<file path="src/bridge_regs_map.svh">
// register offsets, field positions, reset values and fixed bridge figures for the bridge register bank
// assumes a 32-bit word-addressed register port with byte offsets
`ifndef BRIDGE_REGS_MAP_SVH
`define BRIDGE_REGS_MAP_SVH
`define OFS_IRQ_FLAGS      8'h00
`define OFS_IRQ_ENABLES    8'h04
`define OFS_RUN_ENABLES    8'h08
`define OFS_CAPS           8'h0c
`define OFS_LINK_DROPS     8'h10
`define OFS_READ_INFLIGHT  8'h14
`define OFS_LINK_STATE     8'h18
`define OFS_WINDOW_SIZE    8'h1c
`define OFS_PAGE_LOW       8'h20
`define OFS_PAGE_HIGH      8'h24
`define OFS_TIMEOUT_FLAGS  8'h34
`define RST_READ_INFLIGHT  32'ha5100100
`define RST_WINDOW_SIZE    32'h003fffff
`define RST_PAGE           32'h00000000
`define WINDOW_ONES        32'h003fffff
`define IRQ_MASK_BITS      32'h0000003f
`define RUN_MASK_BITS      32'h0000001f
`define TO_SLAVE_BIT       18
`define TO_MASTER_BIT      19
`define TO_CHAN_LO         20
`define TO_DM_ERR_BIT      27
`define RATE_GEN1          3'h1
`define RATE_GEN2          3'h2
`define RATE_GEN3          3'h4
`define L0_STATE           6'h10
`define WRITE_PAYLOAD_BYTES 128
`define DATA_PATH_BITS     256
`define CLK_MHZ            250
`endif

</file>
<file path="src/bridge_regs_pkg.sv">
// types shared by the bridge register bank
// assumes nothing beyond a SystemVerilog compiler
package bridge_regs_pkg;
  typedef logic [31:0] word_t;   // one register word
  typedef logic [21:0] core_status_t; // core status port layout
endpackage

</file>
<file path="src/bridge_regs.sv">
// generic control and status register bank of the target bridge
// assumes a single-cycle register port on the 250 MHz user clock, timeout events from same clock
//
// How it works
// read-only interrupt status: timeout, model, engines
// read-write enables for each interrupt source
// interrupt raised when any enabled status set
// direct master enable bit0, engine enables 4:1
// read-only capability bits: compat, overlap flag
// sixteen-bit link-drop count, cleared by reset only
// per-engine read limit field 27:24, reset five
// control word resets a5100100, spare fields stored
// report read request, payload and lane count
// lane rate in 29:27, coded 1/2/4
// bit 30 low when link up
// window mask fixed ones/zeros, 28:22 writable
// mask only narrows host-allocated window decode
// page low supplies address bits 31:22
// page high supplies address bits 63:32
// any write to status clears timeouts
// target blocked while any timeout flag set
// direct master held off after timeout
// timeout flags at bits 18..23 and 27
// engines use 128-byte write payloads
// 250 MHz clock, 256-bit data path
// core status port bit layout
`timescale 1ns/1ps
`include "bridge_regs_map.svh"
module bridge_regs
  import bridge_regs_pkg::*;
(
  // clock and reset
  input  wire logic         clk,
  input  wire logic         rstn,
  // register port
  input  wire logic         reg_wr,
  input  wire logic         reg_rd,
  input  wire logic [7:0]   reg_addr,
  input  wire logic [31:0]  reg_wdata,
  output logic      [31:0]  reg_rdata,
  output logic              reg_rvalid,
  // core status port
  input  wire logic [21:0]  core_status,
  // interrupt sources
  input  wire logic         model_specific_flag,
  input  wire logic [3:0]   engine_irq,
  // capability straps
  input  wire logic [3:0]   message_interrupt_compat,
  input  wire logic         descriptor_overlap_flag,
  // timeout events, one-cycle pulses
  input  wire logic         slave_read_timeout,
  input  wire logic         master_read_timeout,
  input  wire logic [3:0]   channel_read_timeout,
  input  wire logic         master_cmd_error,
  // outputs to the bridge
  output logic              host_irq,
  output logic              fpga_to_host_path_enable,
  output logic [3:0]        engine_enable,
  output logic [3:0]        per_engine_read_limit,
  output logic              target_access_ok,
  output logic [31:0]       slave_window_mask,
  output logic [63:22]      slave_upper_addr,
  output logic [7:0]        write_payload_bytes,
  output logic [9:0]        data_path_bits
);

  // core status fields
  wire logic       link_down     = core_status[0];
  wire logic [3:0] lane_count    = core_status[6:3];
  wire logic [2:0] present_rate  = core_status[9:7];
  wire logic [2:0] payload_limit = core_status[12:10];
  wire logic [2:0] read_request_limit = core_status[15:13];
  wire logic [5:0] train_state   = core_status[21:16];

  // stored registers
  word_t       irq_en_q;        // interrupt enables
  word_t       run_en_q;        // path and engine enables
  word_t       inflight_q;      // read in-flight control
  logic [6:0]  window_sel_q;    // writable window bits
  word_t       page_low_q;      // page low
  word_t       page_high_q;     // page high
  logic [15:0] link_drops_q;    // link drop count
  logic        in_l0_q;         // previous L0 state
  logic [5:0]  to_flags_q;      // timeout flags 18..23
  logic        dm_err_q;        // illegal master command flag
  logic        link_up_q;       // registered link state

  // address decode
  wire logic hit_flags   = reg_addr == `OFS_IRQ_FLAGS;
  wire logic hit_caps    = reg_addr == `OFS_CAPS;
  wire logic hit_drops   = reg_addr == `OFS_LINK_DROPS;
  wire logic hit_link    = reg_addr == `OFS_LINK_STATE;
  wire logic hit_irq_en  = reg_addr == `OFS_IRQ_ENABLES;
  wire logic hit_run_en  = reg_addr == `OFS_RUN_ENABLES;
  wire logic hit_inflt   = reg_addr == `OFS_READ_INFLIGHT;
  wire logic hit_window  = reg_addr == `OFS_WINDOW_SIZE;
  wire logic hit_pgl     = reg_addr == `OFS_PAGE_LOW;
  wire logic hit_pgh     = reg_addr == `OFS_PAGE_HIGH;
  wire logic hit_to      = reg_addr == `OFS_TIMEOUT_FLAGS;

  // event and level terms
  wire logic in_l0       = train_state == `L0_STATE;
  wire logic left_l0     = in_l0_q & ~in_l0;
  wire logic any_timeout = (|to_flags_q) | dm_err_q;
  wire logic clear_to    = reg_wr & hit_to;
  wire logic [5:0] to_events = {channel_read_timeout, master_read_timeout, slave_read_timeout};

  // interrupt status word
  wire word_t irq_flags = {26'h0, engine_irq, model_specific_flag, any_timeout};

  // capability word: straps only, nothing stored
  wire word_t caps_word = {27'h0, descriptor_overlap_flag, message_interrupt_compat};

  // window mask word: fixed ones below, fixed zeros above
  wire word_t window_word = {3'h0, window_sel_q, 22'h3fffff};

  // link state word
  wire word_t link_word = {1'b0, ~link_up_q, present_rate, 1'b0, lane_count, payload_limit,
                           3'h0, read_request_limit, 13'h0}; // see R9 see R10

  // timeout status word
  wire word_t to_word = {4'h0, dm_err_q, 3'h0, to_flags_q, 18'h0};

  // read mux: each word is gated by its own select, then all are merged;
  // at most one select is high, so the merge never mixes two words
  wire word_t sel_flags  = {32{hit_flags}}  & irq_flags;
  wire word_t sel_irq_en = {32{hit_irq_en}} & irq_en_q;
  wire word_t sel_run_en = {32{hit_run_en}} & run_en_q;
  wire word_t sel_caps   = {32{hit_caps}}   & caps_word;
  wire word_t sel_drops  = {32{hit_drops}}  & {16'h0, link_drops_q};
  wire word_t sel_inflt  = {32{hit_inflt}}  & inflight_q;
  wire word_t sel_link   = {32{hit_link}}   & link_word;
  wire word_t sel_window = {32{hit_window}} & window_word;
  wire word_t sel_pgl    = {32{hit_pgl}}    & page_low_q;
  wire word_t sel_pgh    = {32{hit_pgh}}    & page_high_q;
  wire word_t sel_to     = {32{hit_to}}     & to_word;
  // an unmapped offset selects nothing, so it reads as zero
  wire word_t rd_mux     = sel_flags | sel_irq_en | sel_run_en | sel_caps | sel_drops | sel_inflt |
                           sel_link | sel_window | sel_pgl | sel_pgh | sel_to;

  // next read data: a fresh word on a read strobe, the last one otherwise
  wire word_t rdata_d = reg_rd ? rd_mux : reg_rdata; // kept so a late sampler still sees it

  // read data register; it holds until the next read strobe
  always_ff @(posedge clk or negedge rstn) begin
    if (!rstn) begin
      reg_rdata <= 32'h0;   // cleared by reset
    end else begin
      reg_rdata <= rdata_d; // word taken at the read edge
    end
  end

  // read answer strobe, high for the one cycle after the read edge;
  // back-to-back reads give back-to-back strobes
  always_ff @(posedge clk or negedge rstn) begin
    if (!rstn) begin
      reg_rvalid <= 1'b0;   // no answer pending after reset
    end else begin
      reg_rvalid <= reg_rd; // answer follows every read
    end
  end

  // write strobes, one per writable word; writes to read-only or
  // unmapped offsets raise none of them and are dropped
  wire logic wr_irq_en = reg_wr & hit_irq_en;
  wire logic wr_run_en = reg_wr & hit_run_en;
  wire logic wr_inflt  = reg_wr & hit_inflt;  // see R7
  wire logic wr_window = reg_wr & hit_window;
  wire logic wr_pgl    = reg_wr & hit_pgl;
  wire logic wr_pgh    = reg_wr & hit_pgh;

  // interrupt enables: every bit is stored, only the low six take effect;
  // the reserved bits read back what software wrote
  ctl_word_reg #(
    .WIDTH    (32),
    .RESET_AT (32'h0)
  ) irq_en_reg (
    .clk      (clk),
    .rstn     (rstn),
    .load     (wr_irq_en),
    .load_val (reg_wdata),
    .value_q  (irq_en_q)
  );

  // path and engine enables: every bit is stored, only the low five
  // drive outputs
  ctl_word_reg #(
    .WIDTH    (32),
    .RESET_AT (32'h0)
  ) run_en_reg (
    .clk      (clk),
    .rstn     (rstn),
    .load     (wr_run_en),
    .load_val (reg_wdata),
    .value_q  (run_en_q)
  );

  // read in-flight control: the spare fields are kept only for read-back,
  // the per-engine limit is the one field that acts
  ctl_word_reg #(
    .WIDTH    (32),
    .RESET_AT (`RST_READ_INFLIGHT)
  ) inflight_reg (
    .clk      (clk),
    .rstn     (rstn),
    .load     (wr_inflt),
    .load_val (reg_wdata),
    .value_q  (inflight_q)
  );

  // window select bits: the fixed ones and zeros around them are not
  // stored, so no write can disturb them
  ctl_word_reg #(
    .WIDTH    (7),
    .RESET_AT (`RST_WINDOW_SIZE >> 22)
  ) window_reg (
    .clk      (clk),
    .rstn     (rstn),
    .load     (wr_window),
    .load_val (reg_wdata[28:22]),
    .value_q  (window_sel_q)
  );

  // page low: all bits read back, only bits 31:22 reach the target
  // address
  ctl_word_reg #(
    .WIDTH    (32),
    .RESET_AT (`RST_PAGE)
  ) page_low_reg (
    .clk      (clk),
    .rstn     (rstn),
    .load     (wr_pgl),
    .load_val (reg_wdata),
    .value_q  (page_low_q)
  );

  // page high: all 32 bits reach the target address
  // as its top word
  ctl_word_reg #(
    .WIDTH    (32),
    .RESET_AT (`RST_PAGE)
  ) page_high_reg (
    .clk      (clk),
    .rstn     (rstn),
    .load     (wr_pgh),
    .load_val (reg_wdata),
    .value_q  (page_high_q)
  );

  // training state seen at the previous edge, for the drop detector
  always_ff @(posedge clk or negedge rstn) begin
    if (!rstn) begin
      in_l0_q <= 1'b0;  // reset counts as out of L0, so no false drop
    end else begin
      in_l0_q <= in_l0; // follows the core every cycle
    end
  end

  // link up only while the core reports it and training sits in L0;
  // either one alone is not trusted
  wire logic link_up_d = ~link_down & in_l0;

  // registered link state; its bit in the status word lags the core by one cycle, the other core fields do not
  always_ff @(posedge clk or negedge rstn) begin
    if (!rstn) begin
      link_up_q <= 1'b0;      // link reads down until trained
    end else begin
      link_up_q <= link_up_d;
    end
  end

  // drop counter next value: one per fall out of L0; it sticks at the top
  // rather than wrapping, so a flapping link never reads as a quiet one
  wire logic        drops_full   = &link_drops_q;            // counter at its ceiling
  wire logic        count_drop   = left_l0 & ~drops_full;    // a drop that still fits
  wire logic [15:0] link_drops_d = count_drop ? 16'(link_drops_q + 16'h1) : link_drops_q;

  // link drop counter; only a reset clears it, software cannot
  always_ff @(posedge clk or negedge rstn) begin
    if (!rstn) begin
      link_drops_q <= 16'h0;
    end else begin
      link_drops_q <= link_drops_d; // count or hold
    end
  end

  // next timeout flags: a clear write empties them, but an event in the
  // same cycle still lands, so no timeout is ever lost to a racing clear
  wire logic [5:0] to_flags_d = (clear_to ? 6'h0 : to_flags_q) | to_events;
  wire logic       dm_err_d   = (clear_to ? 1'b0 : dm_err_q) | master_cmd_error;

  // sticky read timeout flags for the slave, master and four channels
  always_ff @(posedge clk or negedge rstn) begin
    if (!rstn) begin
      to_flags_q <= 6'h0;       // no timeout after reset
    end else begin
      to_flags_q <= to_flags_d; // set, hold or clear
    end
  end

  // sticky illegal master command flag
  always_ff @(posedge clk or negedge rstn) begin
    if (!rstn) begin
      dm_err_q <= 1'b0;     // no error after reset
    end else begin
      dm_err_q <= dm_err_d; // set, hold or clear
    end
  end

  // pending interrupt: a status bit with its enable; reserved enable
  // bits are masked so stray writes there cannot raise the line
  wire logic irq_pending = |(irq_flags & irq_en_q & `IRQ_MASK_BITS);

  // interrupt output register, one cycle behind the status and enables;
  // registered so the line toward the host never glitches
  always_ff @(posedge clk or negedge rstn) begin
    if (!rstn) begin
      host_irq <= 1'b0;        // quiet after reset
    end else begin
      host_irq <= irq_pending;
    end
  end

  // master path: off while any timeout is pending, whatever the enable
  // says; it comes back by itself once the flags are cleared
  assign fpga_to_host_path_enable = run_en_q[0] & ~any_timeout;

  // engine enables and the per-engine read limit
  assign engine_enable            = run_en_q[4:1];
  assign per_engine_read_limit    = inflight_q[27:24];

  // target access: closed until software clears every timeout flag,
  // whatever happens to the target logic meanwhile
  assign target_access_ok         = ~any_timeout;

  // direct-slave window and upper address bits
  assign slave_window_mask        = window_word;
  assign slave_upper_addr         = {page_high_q, page_low_q[31:22]}; // see R14

  // fixed transfer figures of the bridge
  assign write_payload_bytes      = 8'(`WRITE_PAYLOAD_BYTES);
  assign data_path_bits           = 10'(`DATA_PATH_BITS);

endmodule

// one stored control word: loads on its write strobe, holds otherwise
// assumes strobe and data come from the register port on the same clock
module ctl_word_reg
  import bridge_regs_pkg::*;
#(
  parameter int          WIDTH    = 32,   // stored bits
  parameter logic [31:0] RESET_AT = 32'h0 // value after reset, low bits used
) (
  // clock and reset
  input  wire logic             clk,
  input  wire logic             rstn,
  // load side
  input  wire logic             load,
  input  wire logic [WIDTH-1:0] load_val,
  // stored value
  output logic      [WIDTH-1:0] value_q
);

  // load on the strobe; the reset value is a constant of each instance
  always_ff @(posedge clk or negedge rstn) begin
    if (!rstn) begin
      value_q <= RESET_AT[WIDTH-1:0]; // reset value of this word
    end else if (load) begin
      value_q <= load_val;            // host write lands here
    end
  end
endmodule

</file>
<file path="config.mk">
export PLATFORM = sky130hd
export DESIGN_NAME = bridge_regs
export DESIGN_NICKNAME = d
export VERILOG_FILES = /design/src/bridge_regs_pkg.sv /design/src/bridge_regs.sv
export VERILOG_INCLUDE_DIRS = /design/src
export SDC_FILE = /design/constraint.sdc
export NUM_CORES = 1
export LEC_CHECK = 0
export ABC_AREA = 0
export ABC_CLOCK_PERIOD_IN_PS = 2800
export BUFFER_PORTS_ARGS = -buffer_cell sky130_fd_sc_hd__buf_4
export CAP_MARGIN = 20
export CORE_MARGIN = 5
export CORE_UTILIZATION = 31
export DETAILED_ROUTE_END_ITERATION = 6
export PLACE_DENSITY = 0.48
export SETUP_SLACK_MARGIN = 0.02
export SYNTH_ARGS = -nofsm -noshare
export SYNTH_HDL_FRONTEND = slang
export SYNTH_SLANG_ARGS = --single-unit
</file>
<file path="constraint.sdc">
create_clock -name clk -period 2.8 [get_ports clk]
set_input_delay 0.14 -clock clk [delete_from_list [all_inputs] [get_ports clk]]
set_output_delay 0.14 -clock clk [all_outputs]
set_load 0.05 [all_outputs]
</file>
### Yosys cells after proc, flatten, opt, wreduce, memory -nomap -nowiden

Cells that the tools add are included.

* bits in registers: 226
* output and inout port bits: 136

* add/sub/neg operators: 1
* equality and inequality tests: 11
* muxes and demuxes: 2
* bitwise gates (word level): 41
* reduce and logical (&&, ||, !) cells: 4

Operator list (count)
* $or 32x32->32: 10
* $and 32x32->32: 5
* $and 32x16->32: 1
* $and 32x28->32: 1
* $and 32x29->32: 1
* $and 32x31->32: 1
* $and 32x5->32: 1
* $and 32x6->32: 1
* $eq 8x5->1 const B: 4
* $eq 8x6->1 const B: 3
* $add 16x1->16 const B: 1
* $eq 8x4->1 const B: 2
* $reduce_and 16->1: 1
* $reduce_or 6->1: 2
* $and 1x1->1: 11
* $eq 8x3->1 const B: 1
* $logic_not 8->1: 1
* $and 6x6->6: 1
* $eq 6x5->1 const B: 1
* $mux 6: 1
* $or 6x6->6: 1
* $not 1->1: 5
* $or 1x1->1: 2
* $mux 1: 1

### Longest topological paths before layout

Gate-level depths: netlist of the first run.

* depth in word-level cells: 13
* depth in mapped cells: 7
* gate-level depth less buffers: 5

### Modules after synthesis

From an unflattened synthesis of the first run, not the netlist that was laid out.

* cell total of the unflattened synthesis: 870
* area total of the unflattened synthesis: 11444.7 um2

By module, submodules not included
* ctl_word_reg (irq_en_reg ...): times used 4, cells an instance 68, area each 1345.0 um2, sequential area each 800.8 um2
* bridge_regs: times used 1, cells an instance 515, area each 4420.5 um2, sequential area each 1476.4 um2
* ctl_word_reg (inflight_reg): times used 1, cells an instance 68, area each 1352.5 um2, sequential area each 808.3 um2
* ctl_word_reg (window_reg): times used 1, cells an instance 15, area each 291.5 um2, sequential area each 175.2 um2

### Worst setup path after synthesis of the first run

OpenSTA, ideal clock, no wires.

* path type: reg2reg
* from: reg link_drops_q[0]
* to: reg link_drops_q[1]
* library setup time: 0.125 ns
* arrival: 1.670 ns
* data required time: 2.675 ns
* path slack: 1.005 ns
* cell stages (with the launch flop): 7
* path through: dfrtp_1 > ha_1 > and3_1 > and4b_1 > clkbuf_1 > nor2_1 > mux2_2

* longest elaborated chain between the ends: 3
* elaborated cells between the ends (all ways): 4

Ends and longest elaborated chain
* from (decl): RTL line bridge_regs.sv:82 `logic [15:0] link_drops_q;`
* from (signal assigned): RTL line bridge_regs.sv:283 `link_drops_q <= link_drops_d;`
* parallel branches: the longest is 3 deep, another holds $add 16x1->16

Parallel ways; which one is timed is not known.
A chain may end at the register's enable or synchronous reset.

### Worst setup path after layout of the first run

* from: reg to_flags_q[1]
* to: out target_access_ok

* longest elaborated chain between the ends: 3

Ends and longest elaborated chain
* from (decl): RTL line bridge_regs.sv:84 `logic [5:0] to_flags_q;`
* from (signal assigned): RTL line bridge_regs.sv:297 `to_flags_q <= to_flags_d;`
* $reduce_or 6->1: RTL line bridge_regs.sv:104 `wire logic any_timeout = (|to_flags_q) | dm_err_q;`
* $or 1x1->1: RTL line bridge_regs.sv:104
* $not 1->1: RTL line bridge_regs.sv:334 `assign target_access_ok = ~any_timeout;`
* to (decl): RTL line bridge_regs.sv:60 `output logic target_access_ok,`

No other way between the ends.

==> run_results.csv, run 1 <==
group,metric,value,unit
route,drt-total-wl,37.4,mm
route,wl_per_cell,23.5,um
pwr,p_sw_share,28.6,%
pwr,p_leak,6.84,nW
setup_path,critPathSlowestCell,"dfrtp_1",
layout,fin_nets,1197,
grt,grt_first_pass_wirelength,55.4,mm
placed_design,port_buffers,173,
setup_path,cp_max_fo,3,
grt,track_usage,18.4,%
die,start_util,31.3,%
route,drtPass1Iterations,4,
cts,cts.repair.resized,0,
route,postRouteAntennaNets,0,
layout,final_cell_mix,"220 x dfrtp_1, 209 x buf_4, 110 x mux2_2",
die,core,0.0356,mm2
pwr,clockPowerShare,40.7,%
setup_path,start_kind,"register",
min_path,hold_depth,3,
sta,finalClockSkew,9.94,ps
yosys,ys_warn_count,0,
route,vias,8182,
die,dieHeight,200,um
yosys,syn-cell-area,0.0111,mm2
cts,htree_levels,1,
yosys,synth_ff_type,"dfrtp_1",
yosys,async_reset_ff_share,100,%
grt,grt_pass1_vias,8424,
sta,setup_tns,0,ps
die,placementRows,69,
layout,fillCellCount,3483,
sta,finalCriticalPeriod,2030,ps
setup_path,path_depth,3,
grt,grt_max_degree,84,
sta,hold_viol,0,
setup_path,crit_type,"reg2out",
layout,final_common_cell,"dfrtp_1",
route,drc,0,
yosys,netlist-cell-type-count,70,
status,outcome,"complete, no violations",
pwr,p_int,0.00573,W
sta,drv_slew,0,
sta,worst_slew_pin_slew,731,ps
route,drt_iter0_drc,549,
pwr,p_total,0.00803,W
cts,clk_path_buf_depth,3,
route,via_per_inst,5.14,
setup_path,crit_family,"simple AND/OR/NAND/NOR gates",
cts,cts_sinks,226,
setup_path,path_buf_inv,1,
grt,overflow,0,
setup_path,r2r_end,"link_drops_q[1]$_DFFE_PN0P_",
cts,clockRootBuffer,"clkbuf_16",
cts,clock_latency,530,ps
setup_path,r2r-start,"link_drops_q[0]$_DFFE_PN0P_",
yosys,synth_edf_count,0,
setup_path,cpPeakStageDelay,410,ps
sta,rsz0062_at_grt,"no",
layout,n_antenna_cell,0,
sta,fin_crit_sh,72.6,%
sta,holdWs,38.6,ps
placed_design,place_congestion,0.794,
pwr,pwr-share-comb,15.0,%
layout,final_layout_size_suffix_gt1_share,37.1,%
grt,antenna_found_initial,0,
flow_run,maxCapViolCount,0,
sta,finalSetupViolCount,0,
pwr,p_sw,0.00230,W
min_path,hp-class,"in2reg",
setup_path,rrSetupSlack,870,ps
cts,path_clk_slew,60,ps
sta,fmax,0.492,GHz
setup_path,cp.required,2660,ps
cts,numCtsBuffers,27,
setup_path,r2r.worst_path.cells,5,
cts,cts_tree,"yes",
yosys,syn_area_per_cell,12.4,um2
pwr,powerDensity,571,mW/mm2
sta,slew_headroom,51.1,%
placed_design,hpwlAfterDp,26.2,mm
layout,area_growth,26.2,%
die,die_area,0.0399,mm2
yosys,netlist_instances,899,
min_path,min_to,"reg_rdata[18]$_DFFE_PN0P_",
min_path,hold_start,"reg_addr[6]",
setup_path,critPathCaptureType,"output pin",
yosys,synth-seq-area-share,50.8,%
setup_path,cp_cell_sequence,"nor4_1, and2_1, buf_4",
die,pin_count,219,
yosys,ys_ff_latch,226,
die,die_w,200,um
pwr,peakVddDrop,0.398,mV
pwr,seqPwrFrac,44.3,%
setup_path,arrival,1890,ps
-- power by group through the flow --
stage          clock network (W)  registers (W)  logic (W)
5_1_grt                  0.00350        0.00357    0.00129
3_3_place_gp                   0        0.00361    0.00116
3_5_place_dp                   0        0.00361    0.00117
4_1_cts                  0.00338        0.00355    0.00122
6_report                 0.00327        0.00356    0.00121
2_1_floorplan                  0        0.00379   0.000548
-- kinds of logic (layout without fill, tap and decap cells) --
group | Yosys count | after routing | synth area share (%)
other cells | 2 | 43 | 0.0674
compound gates | 156 | 156 | 10.3
simple gates | 173 | 173 | 8.79
xor+xnor | 13 | 13 | 1.02
mux | 210 | 210 | 22.0
fa+ha+maj | 1 | 1 | 0.112
buf+inv | 118 | 310 | 6.84
flops | 226 | 226 | 50.8
-- state kept, by name, summed over array words and instances, names as in the netlist --
name,count
dm_err_q,1
host_irq,1
in_l0_q,1
inflight_reg.value_q,32
irq_en_reg.value_q,32
link_drops_q,16
link_up_q,1
page_high_reg.value_q,32
page_low_reg.value_q,32
reg_rdata,32
reg_rvalid,1
run_en_reg.value_q,32
to_flags_q,6
window_reg.value_q,7
-- Yosys cell counts (3+ instances only) --
cell type	number	area share (%)
a21o_1	8	0.54
a21oi_1	26	1.2
a221oi_1	7	0.55
a22o_1	26	2.0
a22oi_1	18	1.2
a2bb2oi_1	5	0.39
a31oi_1	20	1.1
a32oi_1	4	0.31
a41oi_1	7	0.55
and2_1	12	0.67
and3_1	3	0.17
and4_1	3	0.24
buf_1	7	0.24
buf_2	18	0.81
buf_4	61	4.1
buf_6	9	0.91
clkbuf_1	22	0.74
dfrtp_1	220	49
dfstp_2	6	1.4
mux2_1	43	4.3
mux2_2	110	11
mux2_4	30	4.0
mux2i_1	26	2.3
nand2_1	27	0.91
nand2_2	3	0.17
nand3_1	13	0.58
nand3b_1	4	0.27
nand4_1	3	0.17
nor2_1	47	1.6
nor2b_1	4	0.22
nor3_1	14	0.63
nor4_1	12	0.67
o21ai_0	11	0.49
o2bb2ai_1	8	0.63
or3_1	4	0.22
or4_1	3	0.20
xor2_1	13	1.0
-- worst max-delay path by stage --
stage                                      from  slack (ps)                          end
finish                  to_flags_q[1]$_DFF_PN0_         770             target_access_ok
floorplan           link_drops_q[0]$_DFFE_PN0P_        1010  link_drops_q[1]$_DFFE_PN0P_
global route            to_flags_q[1]$_DFF_PN0_         700             target_access_ok
detailed placement                  reg_addr[5]         560    reg_rdata[21]$_DFFE_PN0P_
global placement                    reg_addr[1]         620     reg_rdata[2]$_DFFE_PN0P_
CTS                     to_flags_q[1]$_DFF_PN0_         760             target_access_ok
-- tightest hold or removal path: stages --
cell	delay, ps
buf_4	160
a211o_1	150
a21oi_1	70
-- final cells by class --
cell class	count	area [um2]	area share, %
clock buffer	39	761	5.41
clock inverter	9	51.3	0.365
inverter	1	3.75	0.0267
multi-input combinational	596	4890	34.7
sequential	226	5660	40.3
tap	461	577	4.10
timing repair buffer	261	2120	15.1
-- repair_timing --
item,4_1_cts,5_1_grt
setup endpoints to repair,0,0
hold endpoints to repair,254,1
hold buffers,47,1
setup buffers,0,0
-- routing by layer --
| layer | track usage, % | wire length (um) | share of wire, % |
|---|---|---|---|
| met1 | 26.6 | 17500 | 47 |
| met2 | 29.2 | 17000 | 45 |
| met3 | 3.24 | 2450 | 6.5 |
| met4 | 3.40 | 484 | 1.3 |
| met5 | 0 | 0 | 0 |
-- per-stage QoR --
stage	setup slack (ps)	utilization, %	instances	area [um2]
2_1_floorplan	1010	-	940	11300
4_1_cts	755	39.5	1592	14100
6_report	767	39.5	1593	14100
5_1_grt	697	39.5	1593	14100
3_5_place_dp	560	35.9	1497	12800
3_3_place_gp	623	35.9	1497	12800
Note: power is estimated with default switching activity, not from simulation.
==> run 2: changes to the inputs <==
--- a/config.mk
+++ b/config.mk
@@ -7,13 +7,13 @@
 export NUM_CORES = 1
 export LEC_CHECK = 0
 export ABC_AREA = 0
-export ABC_CLOCK_PERIOD_IN_PS = 2800
+export ABC_CLOCK_PERIOD_IN_PS = 1830
 export BUFFER_PORTS_ARGS = -buffer_cell sky130_fd_sc_hd__buf_4
 export CAP_MARGIN = 20
 export CORE_MARGIN = 5
 export CORE_UTILIZATION = 31
 export DETAILED_ROUTE_END_ITERATION = 6
-export PLACE_DENSITY = 0.48
+export PLACE_DENSITY = 0.5
 export SETUP_SLACK_MARGIN = 0.02
 export SYNTH_ARGS = -nofsm -noshare
 export SYNTH_HDL_FRONTEND = slang
==> constraint.sdc (replaced) <==
create_clock -name clk -period 1.83 [get_ports clk]
set_input_delay 0.0915 -clock clk [delete_from_list [all_inputs] [get_ports clk]]
set_output_delay 0.0915 -clock clk [all_outputs]
set_load 0.05 [all_outputs]
==> run 2 against run 1 <==
Effect of this change: sequential share of layout area is 2.0 points lower; via count grew 2.0%; final cell count is 3.7% higher; power increased by 59%; clock skew increased by 4.9 ps; first-iteration DRC count is 7.1% lower; non-clock buffer count grew 57; sequential cell count unchanged; clock power rose by 64%; utilization rose by 2.0 points; wire length increased by 0.43%; critical path type unchanged; largest cell class unchanged.
==> run_results.csv, run 2 (synthesized netlist as in run 1, its figures left out) <==
group,metric,value,unit
status,outcome,"complete, no violations",
setup_path,arrival,1660,ps
placed_design,place_congestion,0.812,
setup_path,path_depth,3,
sta,slew_headroom,66.8,%
placed_design,port_buffers,173,
cts,cts_sinks,226,
flow_run,maxCapViolCount,0,
sta,rsz0062_at_grt,"yes",
sta,fmax,0.570,GHz
die,die_area,0.0399,mm2
min_path,hp-class,"in2reg",
setup_path,critPathCaptureType,"output pin",
layout,final_cell_mix,"243 x buf_4, 219 x dfrtp_1, 110 x mux2_2",
cts,clock_latency,540,ps
setup_path,cp.required,1740,ps
route,wl_per_cell,22.8,um
sta,finalSetupViolCount,0,
pwr,peakVddDrop,0.690,mV
die,dieHeight,200,um
sta,worst_slew_pin_slew,494,ps
die,core,0.0356,mm2
grt,grt_pass1_vias,8538,
sta,fin_crit_sh,95.9,%
sta,drv_slew,0,
die,die_w,200,um
cts,numCtsBuffers,27,
route,drt_iter0_drc,510,
layout,fin_nets,1254,
route,via_per_inst,5.05,
layout,fillCellCount,3422,
layout,final_common_cell,"buf_4",
setup_path,rrSetupSlack,110,ps
setup_path,r2r-start,"irq_en_reg.value_q[4]$_DFFE_PN0P_",
setup_path,r2r_end,"host_irq$_DFF_PN0_",
cts,path_clk_slew,60,ps
die,placementRows,69,
setup_path,path_buf_inv,1,
cts,clk_path_buf_depth,3,
setup_path,cp_cell_sequence,"nor4_4, and3_1, buf_6",
grt,antenna_found_initial,3,
cts,clockRootBuffer,"clkbuf_16",
sta,hold_viol,0,
route,drtPass1Iterations,5,
placed_design,hpwlAfterDp,27.4,mm
cts,cts_tree,"yes",
layout,final_layout_size_suffix_gt1_share,40.2,%
setup_path,start_kind,"register",
grt,overflow,0,
route,drc,0,
pwr,powerDensity,862,mW/mm2
setup_path,r2r.worst_path.cells,3,
sta,finalCriticalPeriod,1750,ps
route,vias,8344,
placed_design,dp_slack,1.04,ps
setup_path,crit_type,"reg2out",
placed_design,place_area,0.0133,mm2
layout,area_growth,32.7,%
setup_path,critPathSlowestCell,"dfrtp_1",
setup_path,cpPeakStageDelay,420,ps
route,drt-total-wl,37.6,mm
setup_path,crit_end,"fpga_to_host_path_enable",
pwr,p_leak,7.23,nW
cts,htree_levels,1,
grt,grt_max_degree,64,
die,pin_count,219,
setup_path,cp_max_fo,3,
die,start_util,31.3,%
sta,fin_ws,75.7,ps
sta,setup_tns,0,ps
setup_path,startpoint,"to_flags_q[1]$_DFF_PN0_",
grt,grt_first_pass_wirelength,56.0,mm
grt,track_usage,18.6,%
sta,finalClockSkew,14.8,ps
setup_path,crit_family,"simple AND/OR/NAND/NOR gates",
layout,design_area,0.0148,mm2
route,postRouteAntennaNets,0,
[run 2: changes by cell type in the layout (fill, tap and decap cells not counted), moves of 3 or more]
cell and change:
dlygate4sd3_1 +8, buf_12 +11, buf_6 +3, clkbuf_8 +6
buf_4 +34, clkbuf_1 -4
[run 2: how the worst min path moves through the flow]
stage / from / end / slack, ps / cells after the start
finish: core_status[7] / reg_rdata[27]$_DFFE_PN0P_ / 20 / 4
global route: core_status[6] / reg_rdata[25]$_DFFE_PN0P_ / 20 / 4
CTS: core_status[6] / reg_rdata[25]$_DFFE_PN0P_ / 7 / 4
detailed placement: rstn / page_high_reg.value_q[12]$_DFFE_PN0P_ / -40 / 1
global placement: rstn / page_high_reg.value_q[12]$_DFFE_PN0P_ / -40 / 1
floorplan: rstn / dm_err_q$_DFF_PN0_ / -200 / 0
[run 2: power breakdown]
part | internal [W] | leakage [nW] | total, W | switching [W]
sequential | 0.00525 | 3.02 | 0.00543 | 0.000177
combinational | 0.000731 | 3.77 | 0.00197 | 0.00123
clock | 0.00324 | 0.447 | 0.00535 | 0.00211
[run 2: worst reg2reg max path: stages, from the launching register on]
cell,delay (ps)
dfrtp_1,400
a222oi_1,430
dlygate4sd3_1,630
o211ai_1,120
[run 2: final cells by class]
type                       count  area (um2)  area share [%]
multi-input combinational    596        4910            33.2
clock buffer                  41         828            5.60
antenna                        1        2.50          0.0169
sequential                   226        5660            38.3
timing repair buffer         318        2740            18.5
clock inverter                 8        67.6           0.457
inverter                       1        3.75          0.0254
tap                          461         577            3.90
[run 2: per-layer routing]
metal  share of wire (%)  vias up  GRT usage (%)
li1                    -     3773              -
met1                  45     4222           26.5
met2                  46      301           29.9
met3                 6.8       44           3.30
met4                 1.8        4           3.52
met5               0.072        -              0
[run 2: per-stage QoR]
step                      instances  total power [W]  util, %  hold WS (ps)
final                          1652           0.0127     41.6          22.9
after global routing           1652           0.0133     41.6          23.3
after CTS                      1650           0.0129     41.4          6.81
after detailed placement       1544          0.00739     37.3         -40.7
after global placement         1544          0.00737     37.3         -43.7
after floorplan                 940          0.00664        -          -204
[run 2: timing repair]
action	CTS	global route
gates resized for setup	3	6
pin swaps	1	0
hold buffers	56	0
setup buffers	1	0
endpoints found under the hold margin	401	0
setup endpoints to repair	1	4
